### src/rtl/mte_pkg.sv
// constants for the machine trap entry and exit unit
package mte_pkg;
    localparam int XLEN = 32;
    // register offsets on the plain register port (word index)
    localparam logic [3:0] REG_STATUS = 4'h0;
    localparam logic [3:0] REG_TVEC = 4'h1;
    localparam logic [3:0] REG_IE = 4'h2;
    localparam logic [3:0] REG_EPC = 4'h3;
    localparam logic [3:0] REG_CAUSE = 4'h4;
    localparam logic [3:0] REG_PENDING = 4'h5;
    localparam logic [3:0] REG_PRIV = 4'h6;
    // status fields
    localparam int ST_GIE = 3;
    localparam int ST_PIE = 7;
    localparam int ST_PP_LO = 11;
    localparam int ST_PP_HI = 12;
    // enable / pending fields
    localparam int IE_SW = 3;
    localparam int IE_TIMER = 7;
    localparam int IE_EXT = 11;
    // cause codes
    localparam logic [9:0] CODE_SW = 10'h003;
    localparam logic [9:0] CODE_TIMER = 10'h007;
    localparam logic [9:0] CODE_EXT = 10'h00b;
    localparam int CAUSE_IRQ = 31;
    // vector modes
    localparam logic [1:0] MODE_DIRECT = 2'h0;
    localparam logic [1:0] MODE_VECTORED = 2'h1;
    // privilege encodings
    localparam logic [1:0] PRIV_USER = 2'h0;
    localparam logic [1:0] PRIV_MACHINE = 2'h3;
    // reset values
    localparam logic [31:0] STATUS_RST = 32'h0000_1800;
    localparam logic [31:0] TVEC_RST = 32'h0000_0000;
    localparam logic [31:0] IE_RST = 32'h0000_0000;
    localparam logic [31:0] PC_RST = 32'h0000_0000;
    // writable masks; reserved bits keep their value
    localparam logic [31:0] STATUS_WMASK = 32'h0000_1888;
    localparam logic [31:0] IE_WMASK = 32'h0000_0888;
endpackage : mte_pkg

### src/rtl/mte_trap_unit.sv
// machine trap entry, vector generation and trap return for one hart
// How it works
// - global enable clear blocks every interrupt
// - enabled pending interrupt preempts running code
// - any trap enters machine mode, clears enable
// - entry copies enable to prior enable first
// - entry records old privilege in prior field
// - entry saves pc, loads vector from base
// - return restores privilege, enable and pc
// - handler re-enables by write or return
// - status enable bit3, prior bit7, privilege 12:11
// - take source only with global and own enable
// - vector register: mode 1:0, base 31:2
// - direct mode jumps to base unchanged
// - vectored interrupt jumps base plus four times code
// - vectored timer interrupt goes to base plus 1c
// - external interrupt uses code 11, base plus 2c
// - enable register: software bit3, timer bit7
// - only software and timer local inputs exist
// - cause top bit marks interrupt, low bits code
// - external interrupt enable at bit 11
// - priority external, then software, then timer
//
// Design decisions made here: the strobed register port and the address map.
module mte_trap_unit
    import mte_pkg::*;
(
    input wire logic mclk,
    input wire logic sys_rst,
    // register port
    input wire logic [3:0] reg_addr,
    input wire logic [31:0] reg_wdata,
    input wire logic reg_wr,
    input wire logic reg_rd,
    output logic [31:0] reg_rdata,
    // interrupt request pins, asynchronous to mclk
    input wire logic sw_irq_req,
    input wire logic timer_irq_req,
    input wire logic ext_irq_req,
    // pipeline side
    input wire logic instr_retire,
    input wire logic [31:0] next_pc,
    input wire logic exc_req,
    input wire logic [9:0] exc_code,
    input wire logic trap_return_instr,
    output logic [31:0] pc,
    output logic redirect,
    output logic trap_taken,
    output logic [1:0] priv_mode
);
    import mte_pkg::*;

    logic [2:0] irq_meta_q;
    logic [2:0] irq_sync_q;
    logic [31:0] status_q;
    logic [31:0] tvec_q;
    logic [31:0] ie_q;
    logic [31:0] epc_q;
    logic [31:0] cause_q;
    logic [1:0] priv_q;
    logic [31:0] pc_q;
    logic redirect_q;
    logic trap_q;
    logic [31:0] pending;
    logic irq_take;
    logic [9:0] irq_code;
    logic trap_go;
    logic [9:0] trap_code;
    logic [31:0] vec_addr;
    logic [31:0] status_w;
    logic [1:0] tvec_mode_w;

    // pins cross into mclk through two flops each
    always_ff @(posedge mclk) begin
        if (sys_rst) begin
            irq_meta_q <= 3'h0;
            irq_sync_q <= 3'h0;
        end else begin
            irq_meta_q <= {ext_irq_req, timer_irq_req, sw_irq_req};
            irq_sync_q <= irq_meta_q;
        end
    end

    always_comb begin
        pending = 32'h0000_0000;
        pending[IE_SW] = irq_sync_q[0];
        pending[IE_TIMER] = irq_sync_q[1];
        pending[IE_EXT] = irq_sync_q[2];
    end

    // source gated by own enable and global enable
    always_comb begin
        irq_take = 1'b0;
        irq_code = CODE_EXT;
        if (status_q[ST_GIE]) begin
            if (pending[IE_EXT] && ie_q[IE_EXT]) begin
                irq_take = 1'b1;
                irq_code = CODE_EXT;
            end else if (pending[IE_SW] && ie_q[IE_SW]) begin
                irq_take = 1'b1;
                irq_code = CODE_SW;
            end else if (pending[IE_TIMER] && ie_q[IE_TIMER]) begin
                irq_take = 1'b1;
                irq_code = CODE_TIMER;
            end
        end
    end

    // interrupts outrank a synchronous exception in the same cycle
    assign trap_go = irq_take || exc_req;
    assign trap_code = irq_take ? irq_code : exc_code;

    // vector address; low two bits of base are forced zero
    always_comb begin
        if (irq_take && tvec_q[1:0] == MODE_VECTORED) begin
            // code times four
            vec_addr = {tvec_q[31:2], 2'h0} + {20'h0, trap_code, 2'h0};
        end else begin
            vec_addr = {tvec_q[31:2], 2'h0};
        end
    end

    // software write to status keeps reserved bits
    assign status_w = (status_q & ~STATUS_WMASK) |
        (reg_wdata & STATUS_WMASK);

    // reserved mode values keep the old mode
    assign tvec_mode_w = (reg_wdata[1:0] == MODE_DIRECT ||
        reg_wdata[1:0] == MODE_VECTORED) ? reg_wdata[1:0] : tvec_q[1:0];

    // status and privilege; hardware events win over a software write
    always_ff @(posedge mclk) begin
        if (sys_rst) begin
            status_q <= STATUS_RST;
            priv_q <= PRIV_MACHINE;
        end else if (trap_go) begin
            status_q[ST_PIE] <= status_q[ST_GIE];
            status_q[ST_GIE] <= 1'b0;
            status_q[ST_PP_HI:ST_PP_LO] <= priv_q;
            priv_q <= PRIV_MACHINE;
        end else if (trap_return_instr) begin
            priv_q <= status_q[ST_PP_HI:ST_PP_LO];
            status_q[ST_GIE] <= status_q[ST_PIE];
            status_q[ST_PIE] <= 1'b1;
            status_q[ST_PP_HI:ST_PP_LO] <= PRIV_USER;
        end else if (reg_wr && reg_addr == REG_STATUS) begin
            status_q <= status_w;
        end
    end

    // vector base and enables, software owned
    always_ff @(posedge mclk) begin
        if (sys_rst) begin
            tvec_q <= TVEC_RST;
            ie_q <= IE_RST;
        end else if (reg_wr) begin
            if (reg_addr == REG_TVEC) begin
                tvec_q <= {reg_wdata[31:2], tvec_mode_w};
            end
            if (reg_addr == REG_IE) begin
                // sw bit3, timer bit7, ext bit11
                ie_q <= (ie_q & ~IE_WMASK) | (reg_wdata & IE_WMASK);
            end
        end
    end

    // return pc and cause, trap wins over a software write
    always_ff @(posedge mclk) begin
        if (sys_rst) begin
            epc_q <= PC_RST;
            cause_q <= 32'h0000_0000;
        end else if (trap_go) begin
            epc_q <= next_pc;
            cause_q <= {irq_take, 21'h0, trap_code};
        end else if (reg_wr) begin
            if (reg_addr == REG_EPC) begin
                epc_q <= {reg_wdata[31:1], 1'b0};
            end
            if (reg_addr == REG_CAUSE) begin
                cause_q <= reg_wdata;
            end
        end
    end

    // program counter steering
    always_ff @(posedge mclk) begin
        if (sys_rst) begin
            pc_q <= PC_RST;
            redirect_q <= 1'b0;
            trap_q <= 1'b0;
        end else begin
            redirect_q <= trap_go || trap_return_instr;
            trap_q <= trap_go;
            if (trap_go) begin
                pc_q <= vec_addr;
            end else if (trap_return_instr) begin
                pc_q <= epc_q;
            end else if (instr_retire) begin
                pc_q <= next_pc;
            end
        end
    end

    // read data one cycle after the strobe; unmapped reads zero
    always_ff @(posedge mclk) begin
        if (sys_rst) begin
            reg_rdata <= 32'h0000_0000;
        end else if (reg_rd) begin
            case (reg_addr)
                REG_STATUS: reg_rdata <= status_q;
                REG_TVEC: reg_rdata <= tvec_q;
                REG_IE: reg_rdata <= ie_q;
                REG_EPC: reg_rdata <= epc_q;
                REG_CAUSE: reg_rdata <= cause_q;
                REG_PENDING: reg_rdata <= pending;
                REG_PRIV: reg_rdata <= {30'h0, priv_q};
                default: reg_rdata <= 32'h0000_0000;
            endcase
        end else begin
            reg_rdata <= 32'h0000_0000;
        end
    end

    assign pc = pc_q;
    assign redirect = redirect_q;
    assign trap_taken = trap_q;
    assign priv_mode = priv_q;
endmodule : mte_trap_unit

### config.mk
export PLATFORM = sky130hd
export DESIGN_NAME = mte_trap_unit
export DESIGN_NICKNAME = d
export VERILOG_FILES = /design/src/rtl/mte_pkg.sv /design/src/rtl/mte_trap_unit.sv
export SDC_FILE = /design/constraint.sdc
export NUM_CORES = 1
export LEC_CHECK = 0
export ABC_AREA = 1
export BUFFER_PORTS_ARGS = -buffer_cell sky130_fd_sc_hd__buf_2
export CORE_MARGIN = 1.5
export CORE_UTILIZATION = 56
export CTS_BUF_LIST = sky130_fd_sc_hd__clkbuf_16
export DETAILED_ROUTE_END_ITERATION = 10
export GPL_TIMING_DRIVEN = 0
export PLACE_DENSITY_LB_ADDON = 0.25
export SETUP_SLACK_MARGIN = 0.05
export SYNTH_ARGS = -nofsm -noshare
export SYNTH_HDL_FRONTEND = slang
export SYNTH_SLANG_ARGS = --single-unit
### constraint.sdc
create_clock -name mclk -period 2.94 [get_ports mclk]
set_clock_uncertainty 0.2 [all_clocks]
set_input_delay 0.735 -clock mclk [delete_from_list [all_inputs] [get_ports mclk]]
set_output_delay 0.735 -clock mclk [all_outputs]
set_load 0.02 [all_outputs]
# After elaboration in Yosys (flattened, before gate mapping)
# Index checks and enable logic that the tools add are counted.
dict set report word_totals {
  reg_bits 234
  in_bits 88
  output_inout_bits 68
}
dict set report op_classes {
  reduce_logical 25
  bitwise 5
  muxes 26
  eq_ne 8
  add_sub_neg 1
}
# operator count
set op_table {}
lappend op_table {{two-way mux 32 bit} 10}
lappend op_table {{one-hot mux 32 bit (7 select lines)} 1}
lappend op_table {{adder 32 x 12 -> 32 bit} 1}
lappend op_table {{OR 32 x 12 -> 32 bit} 1}
lappend op_table {{OR 32 x 13 -> 32 bit} 1}
lappend op_table {{two-way mux 4 bit} 4}
lappend op_table {{two-way mux 13 bit} 1}
lappend op_table {{== test 4 x 3 -> 1 bit, second input constant} 3}
lappend op_table {{two-way mux 10 bit} 1}
lappend op_table {{AND reduction 2 bit} 5}
lappend op_table {{== test 4 x 2 -> 1 bit, second input constant} 2}
lappend op_table {{nonzero test 2 bit} 4}
lappend op_table {{two-way mux 1 bit} 7}
lappend op_table {{AND reduction 3 bit} 2}
lappend op_table {{nonzero test 3 bit} 2}
lappend op_table {{logical AND 1 bit} 5}
lappend op_table {{== test 2 x 1 -> 1 bit, second input constant} 2}
lappend op_table {{== test 4 x 1 -> 1 bit, second input constant} 1}
lappend op_table {{zero test 4 bit} 1}
lappend op_table {{two-way mux 2 bit} 2}
lappend op_table {{OR reduction 2 bit} 2}
lappend op_table {{logical OR 1 bit} 3}
lappend op_table {{inverter 1 bit} 3}
lappend op_table {{zero test 2 bit} 1}

# Longest topological paths before layout
# Gate-level depths: netlist of run 1.
dict set report depth {
  depth_word 9
  mapped_depth 20
  mapped_depth_nobuf 20
}

# Worst setup path before layout of run 1
# OpenSTA, ideal clock, no wires.
dict set report synth_timing {
  path_kind {input -> register}
  from {in exc_code[0]}
  to {reg pc_q[30] (netlist: pc[30])}
  arrival_ns 2.372
  path_slack_ns 0.298
  t_required_ns 2.670
  stages 15
  cell_sequence {or2_2 > ha_1 > inv_1 > fa_1 > inv_1 > nand2_1 > o21ai_1 > nand2_1 > nand3_2 > nand2_1 > nor2_1 > nand2_1 > nand2_1 > nand2_1 > a21oi_1}
}
dict set report synth_between {
  elab_chain_len 4
}
# element line_no
set synth_rtl {}
lappend synth_rtl {{start, declared} mte_trap_unit.sv:44} ;# input wire logic [9:0] exc_code,
lappend synth_rtl {{two-way mux 10 bit} mte_trap_unit.sv:111} ;# assign trap_code = irq_take ? irq_code : exc_code;
lappend synth_rtl {{adder 32 x 12 -> 32 bit} mte_trap_unit.sv:117} ;# vec_addr = {tvec_q[31:2], 2'h0} + {20'h0, trap_code, 2'h0};
lappend synth_rtl {{two-way mux 32 bit} mte_trap_unit.sv:115} ;# if (irq_take && tvec_q[1:0] == MODE_VECTORED) begin
lappend synth_rtl {{two-way mux 32 bit} mte_trap_unit.sv:194} ;# if (trap_go) begin
lappend synth_rtl {{end signal, assigned} mte_trap_unit.sv:195} ;# pc_q <= vec_addr;
lappend synth_rtl {{end signal, assigned} mte_trap_unit.sv:197} ;# pc_q <= epc_q;
lappend synth_rtl {{end signal, assigned} mte_trap_unit.sv:199} ;# pc_q <= next_pc;
lappend synth_rtl {{end, declared} mte_trap_unit.sv:61} ;# logic [31:0] pc_q;
# Every way passes these cells.
# A chain may end at the register's enable or synchronous reset.

# Worst setup path in the final report of run 1
dict set report layout_timing {
  from {reg irq_sync_q[0]}
  to {reg pc_q[16] (netlist: pc[16])}
}
dict set report layout_between {
  elab_chain_len 8
  elab_cells_between_ends 14
  cone_classes {1 x add/sub; 9 x mux; 4 x reduce/logical}
}
# element line_no
set layout_rtl {}
lappend layout_rtl {{start, declared} mte_trap_unit.sv:54} ;# logic [2:0] irq_sync_q;
lappend layout_rtl {{start signal, assigned} mte_trap_unit.sv:80} ;# irq_sync_q <= irq_meta_q;
lappend layout_rtl {{logical AND 1 bit (*)} mte_trap_unit.sv:99} ;# end else if (pending[IE_SW] && ie_q[IE_SW]) begin
lappend layout_rtl {{two-way mux 4 bit / two-way mux 1 bit (equally long branches)} mte_trap_unit.sv:99}
lappend layout_rtl {{two-way mux 4 bit / two-way mux 1 bit (equally long branches)} mte_trap_unit.sv:96} ;# if (pending[IE_EXT] && ie_q[IE_EXT]) begin
lappend layout_rtl {{two-way mux 4 bit / two-way mux 1 bit (equally long branches)} mte_trap_unit.sv:95} ;# if (status_q[ST_GIE]) begin
lappend layout_rtl {{two-way mux 10 bit} mte_trap_unit.sv:111}
lappend layout_rtl {{adder 32 x 12 -> 32 bit} mte_trap_unit.sv:117}
lappend layout_rtl {{two-way mux 32 bit} mte_trap_unit.sv:115}
lappend layout_rtl {{two-way mux 32 bit} mte_trap_unit.sv:194}
# Mark *: on every way between the ends. The rest lies on a longest branch, timed or not.

==> results of run 1 <==
stage by stage:
step	setup WS (ns)	instance area [µm²]	util [%]
6_report	0.1920	10850	70.59
3_5_place_dp	-0.3990	9948	64.72
2_1_floorplan	0.2982	8914	-
4_1_cts	0.01078	10640	69.24
3_3_place_gp	-0.3759	9948	64.72
5_1_grt	0.05570	10850	70.59
final cells by class:
type | count | area [µm²] | area share [%]
Multi-Input combinational cell | 938 | 4722 | 43.52
Sequential cell | 177 | 3553 | 32.75
Timing Repair Buffer | 160 | 815.8 | 7.518
Inverter | 136 | 515.5 | 4.751
Clock buffer | 17 | 425.4 | 3.921
Buffer | 73 | 352.8 | 3.252
Tap cell | 211 | 264.0 | 2.433
Clock inverter | 15 | 196.4 | 1.810
Timing Repair inverter | 1 | 5.005 | 0.04613
final timing paths:
check	from	to	slack, ns	cells after the start
setup / recovery	irq_sync_q[0]$_SDFF_PP0_	pc[16]$_SDFFE_PP0P_	0.19	14
setup reg to reg	irq_sync_q[0]$_SDFF_PP0_	pc[16]$_SDFFE_PP0P_	0.19	14
hold / removal	irq_meta_q[1]$_SDFF_PP0_	irq_sync_q[1]$_SDFF_PP0_	0.20	2
hold reg to reg	irq_meta_q[1]$_SDFF_PP0_	irq_sync_q[1]$_SDFF_PP0_	0.20	2
placed cells by master (no fill, tap or decap), types with 5 or more instances in the layout:
cell type,synthesis,layout
nor3_1,9,9
buf_4,8,14
nand2_4,1,5
nor2_2,3,10
a21oi_1,130,124
inv_2,7,10
xor2_1,5,5
nand3_2,4,5
dfxtp_2,0,5
nand2_1,402,391
o211ai_1,27,27
a21oi_2,0,5
a22oi_1,6,6
o21ai_0,83,79
nor2_1,86,79
a221oi_1,5,5
o21ai_1,4,5
clkbuf_16,0,17
dfxtp_1,177,171
nand3_1,76,73
a31oi_1,39,39
nand2_2,6,14
buf_2,25,179
inv_1,127,124
nand4_1,10,10
clkbuf_1,33,33
sequential cells by signal, summed over array words and instances, names as in the netlist, 3 cells and up:
| name | flops |
|---|---|
| cause_q | 32 |
| ie_q | 3 |
| status_q | 4 |
| tvec_q | 32 |
| reg_rdata | 32 |
| epc_q | 32 |
| irq_meta_q | 3 |
| irq_sync_q | 3 |
| pc | 32 |
where the power goes:
group	internal (mW)	leakage, nW	switching (mW)
logic	0.218	3.04	0.482
clock network	1.30	0.301	1.12
registers	2.48	1.45	0.0599
cell usage after synthesis (6+ instances only):
| cell type | n | area share [%] |
|---|---|---|
| nand3_1 | 76 | 4.3 |
| a22oi_1 | 6 | 0.51 |
| dfxtp_1 | 177 | 40 |
| a21oi_1 | 130 | 7.3 |
| o21ai_0 | 83 | 4.7 |
| nand2_2 | 6 | 0.42 |
| buf_2 | 25 | 1.4 |
| nor3_1 | 9 | 0.51 |
| nor2_1 | 86 | 3.6 |
| inv_2 | 7 | 0.29 |
| a31oi_1 | 39 | 2.7 |
| nand2_1 | 402 | 17 |
| ha_1 | 10 | 1.4 |
| buf_4 | 8 | 0.67 |
| clkbuf_1 | 33 | 1.4 |
| o211ai_1 | 27 | 2.3 |
| nand4_1 | 10 | 0.70 |
| inv_1 | 127 | 5.3 |
routing by layer:
layer / track usage, % / share of wire (%) / up-vias
li1: - / - / 4713
met1: 53.12 / 40 / 4621
met2: 63.39 / 43 / 785
met3: 12.84 / 13 / 121
met4: 16.92 / 3.7 / 0
met5: 0 / 0 / -
cell families after synthesis:
group	count (synthesis)
buf+inv	209
fa+ha+maj	11
simple gates	609
flops	177
xor+xnor	6
compound gates	311
repair_timing:
item	in CTS	in global routing
pin swaps	1	9
setup buffers	2	4
endpoints found under the setup margin	26	24
resized for setup	15	50
cloned	1	1
critical path: cells and delay by family (launching register included):
kind / cells / cell delay, ns
AND/OR/NAND/NOR: 9 / 1.10
flip-flops: 1 / 0.36
AO/OA/AOI/OAI: 2 / 0.35
adder cells (fa/ha/maj): 1 / 0.32
XOR/XNOR: 1 / 0.17
buffers and inverters: 1 / 0.15
==> results.py, run 1 <==
metrics = {
    "placed_design": {
        "io_buffers": 154,
        "dp_hpwl_um": 24360,
        "routabilityCongestion": 0.9683,
        "place_inst": 1688,
    },
    "worst_setup_path": {
        "crit_path_top_delay_cell": "dfxtp_4",
        "critPathKind": "reg -> reg",
        "start_kind": "flip-flop",
        "worstPathArrival_ns": 2.92,
        "crit_chain": "nand2_4 -> nand3_4 -> nand2_4 -> clkinv_2 -> nor2_2 -> ha_1 -> a21oi_1 -> nor2_1 -> nor2_1 -> nand3_2 -> nand2_2 -> xor2_1 -> nand2_1 -> a21oi_1",
        "cpPeakStageDelay_ns": 0.36,
        "endpoint_kind": "flip-flop",
        "required_ns": 3.11,
        "path_max_fanout": 6,
    },
    "grt": {
        "antenna_found_initial": 0,
        "grt_pass1_vias": 9443,
        "grt.total_usage_pct": 40.98,
        "grt_pass1_wl_um": 51120,
        "grt_max_degree": 19,
        "grt_overflow": 0,
    },
    "clock_tree": {
        "cts_tree": "done",
        "cts.sinks": 177,
        "h-tree-depth": 4,
        "clockBufferDepth": 2,
        "cts_buffers": 17,
        "cts_hold_buf": 0,
        "clk_pin_slew_ns": 0.07,
        "clock_latency_ns": 0.44,
        "clockRootBuffer": "clkbuf_16",
    },
    "timing": {
        "rsz0062_at_grt": "true",
        "finalHoldViolCount": 0,
        "fin_crit_ns": 2.748,
        "setup_viol": 0,
        "slew_headroom_pct": 38.31,
        "tns_ns": 0,
        "fmax_ghz": 0.3639,
        "worst_slew_pin_slew_ns": 0.9254,
        "fin_crit_sh_pct": 93.47,
        "drv_slew": 0,
        "fin_hold_ws_ns": 0.2019,
    },
    "synth": {
        "synth-seq-area-share_pct": 39.75,
        "synth-compound-area-share_pct": 19.78,
        "yosys_warnings": 0,
        "syn-num-nets": 1422,
        "syn-cell-area_um2": 8914,
        "synth_top_family_by_area": "simple AND/OR/NAND/NOR gates",
        "synthAdderAreaFrac_pct": 1.628,
        "syn-instance-count": 1323,
        "ys_types": 46,
        "synthXorXnorAreaFrac_pct": 0.5896,
        "async_flop_share_pct": 0,
        "yosys.area_share.simple_pct": 28.57,
        "ys_ff_latch": 177,
        "synthFlopType": "dfxtp_1",
        "syn_avg_cell_area_um2": 6.737,
        "synth_edf_count": 0,
        "synthMuxAreaShare_pct": 0,
    },
    "layout": {
        "fillers": 1371,
        "drive_gt1_share_pct": 20.30,
        "nets": 1603,
        "final_cells": 1728,
        "area_growth_syn_to_layout_pct": 21.73,
        "n_antenna_cell": 0,
    },
    "route": {
        "wire_per_inst_um": 19.91,
        "wl_um": 34400,
        "viasPerCell": 5.926,
        "num_vias": 10240,
        "initialDrtViolationCount": 1289,
        "route.detailed.drc": 0,
        "drt.antenna.violating_nets": 0,
        "dr.pass1.iters": 6,
    },
    "die": {
        "ios": 156,
        "die_width_um": 129.2,
        "rows": 45,
        "core_area_um2": 15370,
        "fp.dieArea_um2": 16680,
        "start_util_pct": 57.99,
        "dieHeight_um": 129.2,
    },
    "hold_path": {
        "hold_class": "reg -> reg",
    },
    "power": {
        "ir_worst_vdd_mv": 0.4459,
        "p_leak_nw": 4.785,
        "power_mw": 5.657,
        "p_per_area_nw_per_um2": 521.4,
    },
    "flow_run": {
        "cap_violations": 0,
    },
    "status": {
        "status": "completed",
    },
}
Power figures use the tool's default switching activity.
==> run 2: changes to the inputs <==
- CORE_MARGIN: 1.5 -> not set
==> run 2 against run 1 <==
  * Maximum frequency decreased by 2.0%
  * Routed wire length decreased by 1.5%
  * Global-route usage rose by 0.40 points
  * Combinational power decreased by 0.9%
  * Sequential power barely moved
  * Clock-buffer cell count is the same
  * Critical endpoint is now pc[30]$_SDFFE_PP0P_
  * Largest cell class unchanged
  * Highest routed layer unchanged
==> results.py, run 2 (same netlist as run 1, synthesis figures left out) <==
metrics = {
    "timing": {
        "rsz0062_at_grt": "true",
        "fin_crit_sh_pct": 95.37,
        "setup_slack_ns": 0.1362,
        "finalHoldViolCount": 0,
        "fin_crit_ns": 2.804,
        "drv_slew": 0,
        "fmax_ghz": 0.3567,
        "slew_headroom_pct": 46.71,
        "worst_slew_pin_slew_ns": 0.7993,
        "setup_viol": 0,
    },
    "clock_tree": {
        "cts_buffers": 17,
        "clk_pin_slew_ns": 0.07,
        "clockBufferDepth": 2,
        "cts.sinks": 177,
        "cts_hold_buf": 0,
        "h-tree-depth": 4,
        "clock_latency_ns": 0.44,
        "cts_tree": "done",
        "clockRootBuffer": "clkbuf_16",
    },
    "worst_setup_path": {
        "endpoint_kind": "flip-flop",
        "cpPeakStageDelay_ns": 0.39,
        "cpMostUsedCell": "nand2_1",
        "worstPathArrival_ns": 2.97,
        "crit_chain": "nand2_2 -> nand3_4 -> nand2_4 -> clkinv_4 -> or2_4 -> ha_4 -> inv_2 -> fa_2 -> inv_2 -> nand2_2 -> o21ai_4 -> nand2_1 -> nand3_4 -> nand2_1 -> nor2_1 -> nand2_1 -> nand2_1 -> nand2_1 -> a21oi_1",
        "crit_path_top_delay_cell": "fa_2",
        "critPathKind": "reg -> reg",
        "start_kind": "flip-flop",
        "required_ns": 3.10,
        "path_max_fanout": 6,
    },
    "hold_path": {
        "hold_class": "reg -> reg",
    },
    "power": {
        "p_leak_nw": 4.741,
        "power_mw": 5.548,
        "ir_worst_vdd_mv": 0.5160,
        "p_per_area_nw_per_um2": 515.5,
    },
    "layout": {
        "layout_common_cells": "nand2_1 (394), buf_2 (179), dfxtp_1 (172), a21oi_1 (127), inv_1 (126)",
        "final_core_util_pct": 70.02,
        "drive_gt1_share_pct": 19.21,
        "final_common_cell": "nand2_1",
        "nets": 1601,
        "area_growth_syn_to_layout_pct": 20.75,
        "n_antenna_cell": 0,
    },
    "route": {
        "dr.pass1.iters": 8,
        "wire_per_inst_um": 19.63,
        "num_vias": 10230,
        "drt.antenna.violating_nets": 0,
        "top_layer": "met4",
        "drt-met1-wl_um": 13530,
        "wl_um": 33890,
        "wl_met3_um": 4252,
        "route.detailed.drc": 0,
        "dr_wl_met2_um": 14750,
        "viasPerCell": 5.926,
        "initialDrtViolationCount": 1396,
    },
    "grt": {
        "grt.total_usage_pct": 41.39,
        "grt_pass1_vias": 9338,
        "grt_overflow": 0,
        "grt_max_degree": 17,
        "grt_pass1_wl_um": 50540,
        "antenna_found_initial": 0,
    },
    "placed_design": {
        "routabilityCongestion": 0.9933,
        "io_buffers": 154,
        "post-place-ws_ns": -0.3948,
        "dp_hpwl_um": 24100,
    },
    "die": {
        "core_area_um2": 15370,
        "fp.dieArea_um2": 16430,
        "die_width_um": 128.2,
        "ios": 156,
        "dieHeight_um": 128.2,
        "start_util_pct": 57.99,
        "rows": 45,
    },
    "flow_run": {
        "cap_violations": 0,
    },
    "status": {
        "status": "completed",
    },
}
==> run 2: per-stage QoR <==
step	instances	hold WS (ns)	TNS [ns]	instance area (µm²)
3_5_place_dp	1688	0.1963	-5.670	9948
3_3_place_gp	1688	0.1898	-5.553	9948
6_report	1726	0.1967	0	10760
5_1_grt	1726	0.2318	0	10760
4_1_cts	1723	0.1996	0	10590
2_1_floorplan	1323	0.1883	0	8914
==> run 2: per-layer routing <==
layer	vias to the layer above	global-route usage, %
li1	4708	-
met1	4629	53.43
met2	772	63.08
met3	120	12.06
met4	0	20.48
met5	-	0
==> run 2: where the power goes <==
part | leakage [nW] | internal (mW) | total (mW) | switching, mW
Sequential | 1.45 | 2.48 | 2.54 | 0.0593
Combinational | 3.00 | 0.216 | 0.694 | 0.478
Clock | 0.299 | 1.27 | 2.31 | 1.04
==> run 2: repair_timing <==
item / in CTS / in global routing
setup endpoints to repair: 26 / 26
pin swaps: 2 / 7
gates resized for setup: 12 / 38
setup buffers: 2 / 3
hold endpoints to repair: 0 / 0
gates cloned: 1 / 0
==> run 2: critical path, delay by kind of cell, from the launching register on <==
kind	cells	cell delay, ns
and+or+nand+nor	12	1.12
adders and majority gates	2	0.53
DFF	1	0.35
AOI/OAI and AO/OA	2	0.31
buffers and inverters	3	0.20
==> run 2: path summary, 6_finish.rpt <==
path	from	endpoint	slack, ns	cells after the start
setup / recovery	irq_sync_q[2]$_SDFF_PP0_	pc[30]$_SDFFE_PP0P_	0.14	19
hold / removal	irq_meta_q[0]$_SDFF_PP0_	irq_sync_q[0]$_SDFF_PP0_	0.20	2
setup reg to reg	irq_sync_q[2]$_SDFF_PP0_	pc[30]$_SDFFE_PP0P_	0.14	19
hold reg to reg	irq_meta_q[0]$_SDFF_PP0_	irq_sync_q[0]$_SDFF_PP0_	0.20	2
==> run 2: cell type report <==
| cell class | count | area [µm²] |
|---|---|---|
| flip-flops and latches | 177 | 3550 |
| repair inverters | 1 | 6.256 |
| well taps | 211 | 264.0 |
| clock inverters | 15 | 157.7 |
| inverters | 136 | 515.5 |
| clock buffers | 17 | 425.4 |
| repair buffers | 159 | 824.5 |
| fillers | 1376 | 4608 |
| plain buffers | 73 | 352.8 |
| multi-input cells | 937 | 4667 |
==> run 3: changes to the inputs <==
- ABC_AREA: 1 -> 0
==> run 3 against run 2 <==
  * The run now ends with negative setup slack left
  * Die area down 5.6%
  * Critical path depth down 5
  * Cell count down 15%
  * Register-to-register slack worse by 0.35 ns
  * Sequential share of layout area down 0.065 points
  * Total power up 2.0%
  * Routed wire length down 2.6%
  * Sequential power about the same
  * Area after synthesis down 5.7%
  * Sequential cell count unchanged
  * Non-clock buffer count up 32
  * Critical path type unchanged
  * Critical endpoint is now pc[28]$_SDFFE_PP0P_
  * Largest power group unchanged
==> results.py, run 3 <==
metrics = {
    "route": {
        "initialDrtViolationCount": 1625,
        "wire_per_inst_um": 22.50,
        "dr.pass1.iters": 9,
        "route.detailed.drc": 0,
        "drt.antenna.violating_nets": 0,
        "wl_um": 33010,
        "viasPerCell": 6.615,
        "num_vias": 9704,
    },
    "synth": {
        "syn_avg_cell_area_um2": 7.847,
        "async_flop_share_pct": 0,
        "synth_area_leaders": "dfxtp_1 (42%), nand2_1 (9.4%), a21oi_1 (7.5%), nor2_1 (5.2%), a311oi_1 (3.9%)",
        "syn-cell-area_um2": 8404,
        "yosysMostFrequentCell": "nand2_1",
        "synth_top_area_cell": "dfxtp_1",
        "ys_ff_latch": 177,
        "syn-instance-count": 1071,
        "synthFlopType": "dfxtp_1",
        "synth-seq-area-share_pct": 42.16,
        "syn-num-nets": 1170,
        "ys_types": 56,
        "synth_top_area_share_pct": 42.16,
        "yosys_warnings": 0,
        "synth_edf_count": 0,
        "yosys-top-cells-count": "nand2_1 (211), dfxtp_1 (177), a21oi_1 (126), nor2_1 (117), clkbuf_1 (65)",
    },
    "placed_design": {
        "dpl-instance-area_um2": 9539,
        "io_buffers": 154,
        "routabilityCongestion": 0.9923,
        "dp_hpwl_um": 22120,
        "post-place-ws_ns": -0.9003,
    },
    "timing": {
        "fin_crit_sh_pct": 107.4,
        "drv_slew": 0,
        "worst_slew_pin_slew_ns": 1.046,
        "setup_viol": 22,
        "fmax_ghz": 0.3167,
        "rsz0062_at_grt": "true",
        "finalHoldViolCount": 0,
        "setup_slack_ns": -0.2171,
        "slew_headroom_pct": 30.25,
        "tns_ns": -2.293,
        "fin_crit_ns": 3.157,
    },
    "layout": {
        "design_area_um2": 10790,
        "nets": 1369,
        "layout_common_cells": "nand2_1 (211), dfxtp_1 (170), buf_2 (165), a21oi_1 (117), nor2_1 (116)",
        "fillers": 1104,
        "n_antenna_cell": 0,
        "final_common_cell": "nand2_1",
        "area_growth_syn_to_layout_pct": 28.41,
        "final_core_util_pct": 73.97,
        "drive_gt1_share_pct": 23.38,
    },
    "flow_run": {
        "cap_violations": 0,
    },
    "die": {
        "start_util_pct": 57.61,
        "core_area_um2": 14590,
        "die_width_um": 124.5,
        "ios": 156,
        "dieHeight_um": 124.5,
        "rows": 44,
        "fp.dieArea_um2": 15500,
    },
    "power": {
        "p_per_area_nw_per_um2": 524.5,
        "p_leak_nw": 4.062,
        "ir_worst_vdd_mv": 0.4596,
    },
    "worst_setup_path": {
        "required_ns": 3.05,
        "crit_chain": "a222oi_1 -> buf_4 -> or2b_4 -> nand2b_4 -> ha_4 -> inv_4 -> fa_2 -> nand2b_4 -> a21oi_4 -> o41ai_4 -> buf_12 -> a2111oi_4 -> xnor2_1 -> a21oi_1",
        "path_max_fanout": 10,
        "critPathBufInv": 3,
        "endpoint_kind": "flip-flop",
        "critPathTopFamily": "compound AO/OA/AOI/OAI gates",
        "critPathKind": "reg -> reg",
        "cpPeakStageDelay_ns": 0.37,
        "worstPathArrival_ns": 3.27,
        "cpMostUsedCell": "nand2b_4",
        "start_kind": "flip-flop",
        "crit_path_top_delay_cell": "fa_2",
    },
    "clock_tree": {
        "clockRootBuffer": "clkbuf_16",
        "clockBufferDepth": 2,
        "cts_buffers": 17,
        "cts.sinks": 177,
        "clock_latency_ns": 0.45,
        "cts_hold_buf": 0,
        "clk_pin_slew_ns": 0.07,
        "cts_tree": "done",
        "h-tree-depth": 4,
    },
    "grt": {
        "grt_max_degree": 17,
        "antenna_found_initial": 0,
        "grt_pass1_wl_um": 48960,
        "grt_overflow": 0,
        "grt_pass1_vias": 8806,
        "grt.total_usage_pct": 41.45,
    },
    "status": {
        "status": "complete, but fails checks",
        "violations": "negative setup slack",
    },
    "hold_path": {
        "hold_class": "reg -> reg",
    },
}
-- run 3: cell types whose count changed after synthesis, moves of 32 or more --
cell | before | now
a311oi_1 | 0 | 37
a31oi_1 | 39 | 2
clkbuf_1 | 33 | 65
inv_1 | 127 | 14
nand2_1 | 402 | 211
o21ai_0 | 83 | 26
-- run 3: metrics by stage --
| stage | total power [mW] | instances | hold slack [ns] |
|---|---|---|---|
| 6_report | 5.661 | 1467 | 0.2367 |
| 5_1_grt | 5.797 | 1467 | 0.2639 |
| 4_1_cts | 5.592 | 1462 | 0.2427 |
| 3_5_place_dp | 3.218 | 1409 | 0.2291 |
| 3_3_place_gp | 3.209 | 1409 | 0.2162 |
| 2_1_floorplan | 2.943 | 1071 | 0.2138 |
-- run 3: metal layers --
metal / wire, µm / track usage (%)
met1: 12220 / 54.59
met2: 14120 / 60.06
met3: 4827 / 11.77
met4: 1840 / 24.73
met5: 0 / 0
-- run 3: timing repair --
item	CTS	global route
pin swaps	23	29
setup endpoints to repair	71	56
gates cloned	2	0
gates resized for setup	50	34
buffers inserted	19	7
hold endpoints to repair	0	0
-- run 3: layout make-up --
type                            count  area (µm²)  area share, %
Buffer                             85       370.4          3.432
Clock buffer                       17       425.4          3.942
Clock inverter                     15       191.4          1.774
Inverter                           15       58.81         0.5449
Multi-Input combinational cell    795        4950          45.87
Sequential cell                   177        3552          32.92
Tap cell                          184       230.2          2.133
Timing Repair Buffer              179        1013          9.391
-- run 3: worst paths after layout --
kind,start,endpoint,slack [ns],cells past startpoint
setup reg to reg,ie_q[7]$_SDFFE_PP0P_,pc[28]$_SDFFE_PP0P_,-0.22,14
setup / recovery,ie_q[7]$_SDFFE_PP0P_,pc[28]$_SDFFE_PP0P_,-0.22,14
hold reg to reg,irq_meta_q[1]$_SDFF_PP0_,irq_sync_q[1]$_SDFF_PP0_,0.24,1
hold / removal,irq_meta_q[1]$_SDFF_PP0_,irq_sync_q[1]$_SDFF_PP0_,0.24,1
-- run 3: cell families after synthesis --
family	synth area share [%]
AOI/OAI and AO/OA	23.66
xor gates and xnor gates	2.501
adders and majority gates	1.727
buffers and inverters	4.749
DFF	42.16
muxes	3.379
and+or+nand+nor	21.83
-- run 3: power breakdown --
part / internal [mW] / total, mW / leakage [nW] / switching, mW
registers: 2.48 / 2.55 / 1.45 / 0.0658
clock network: 1.42 / 2.42 / 0.298 / 1.01
logic: 0.238 / 0.692 / 2.31 / 0.454
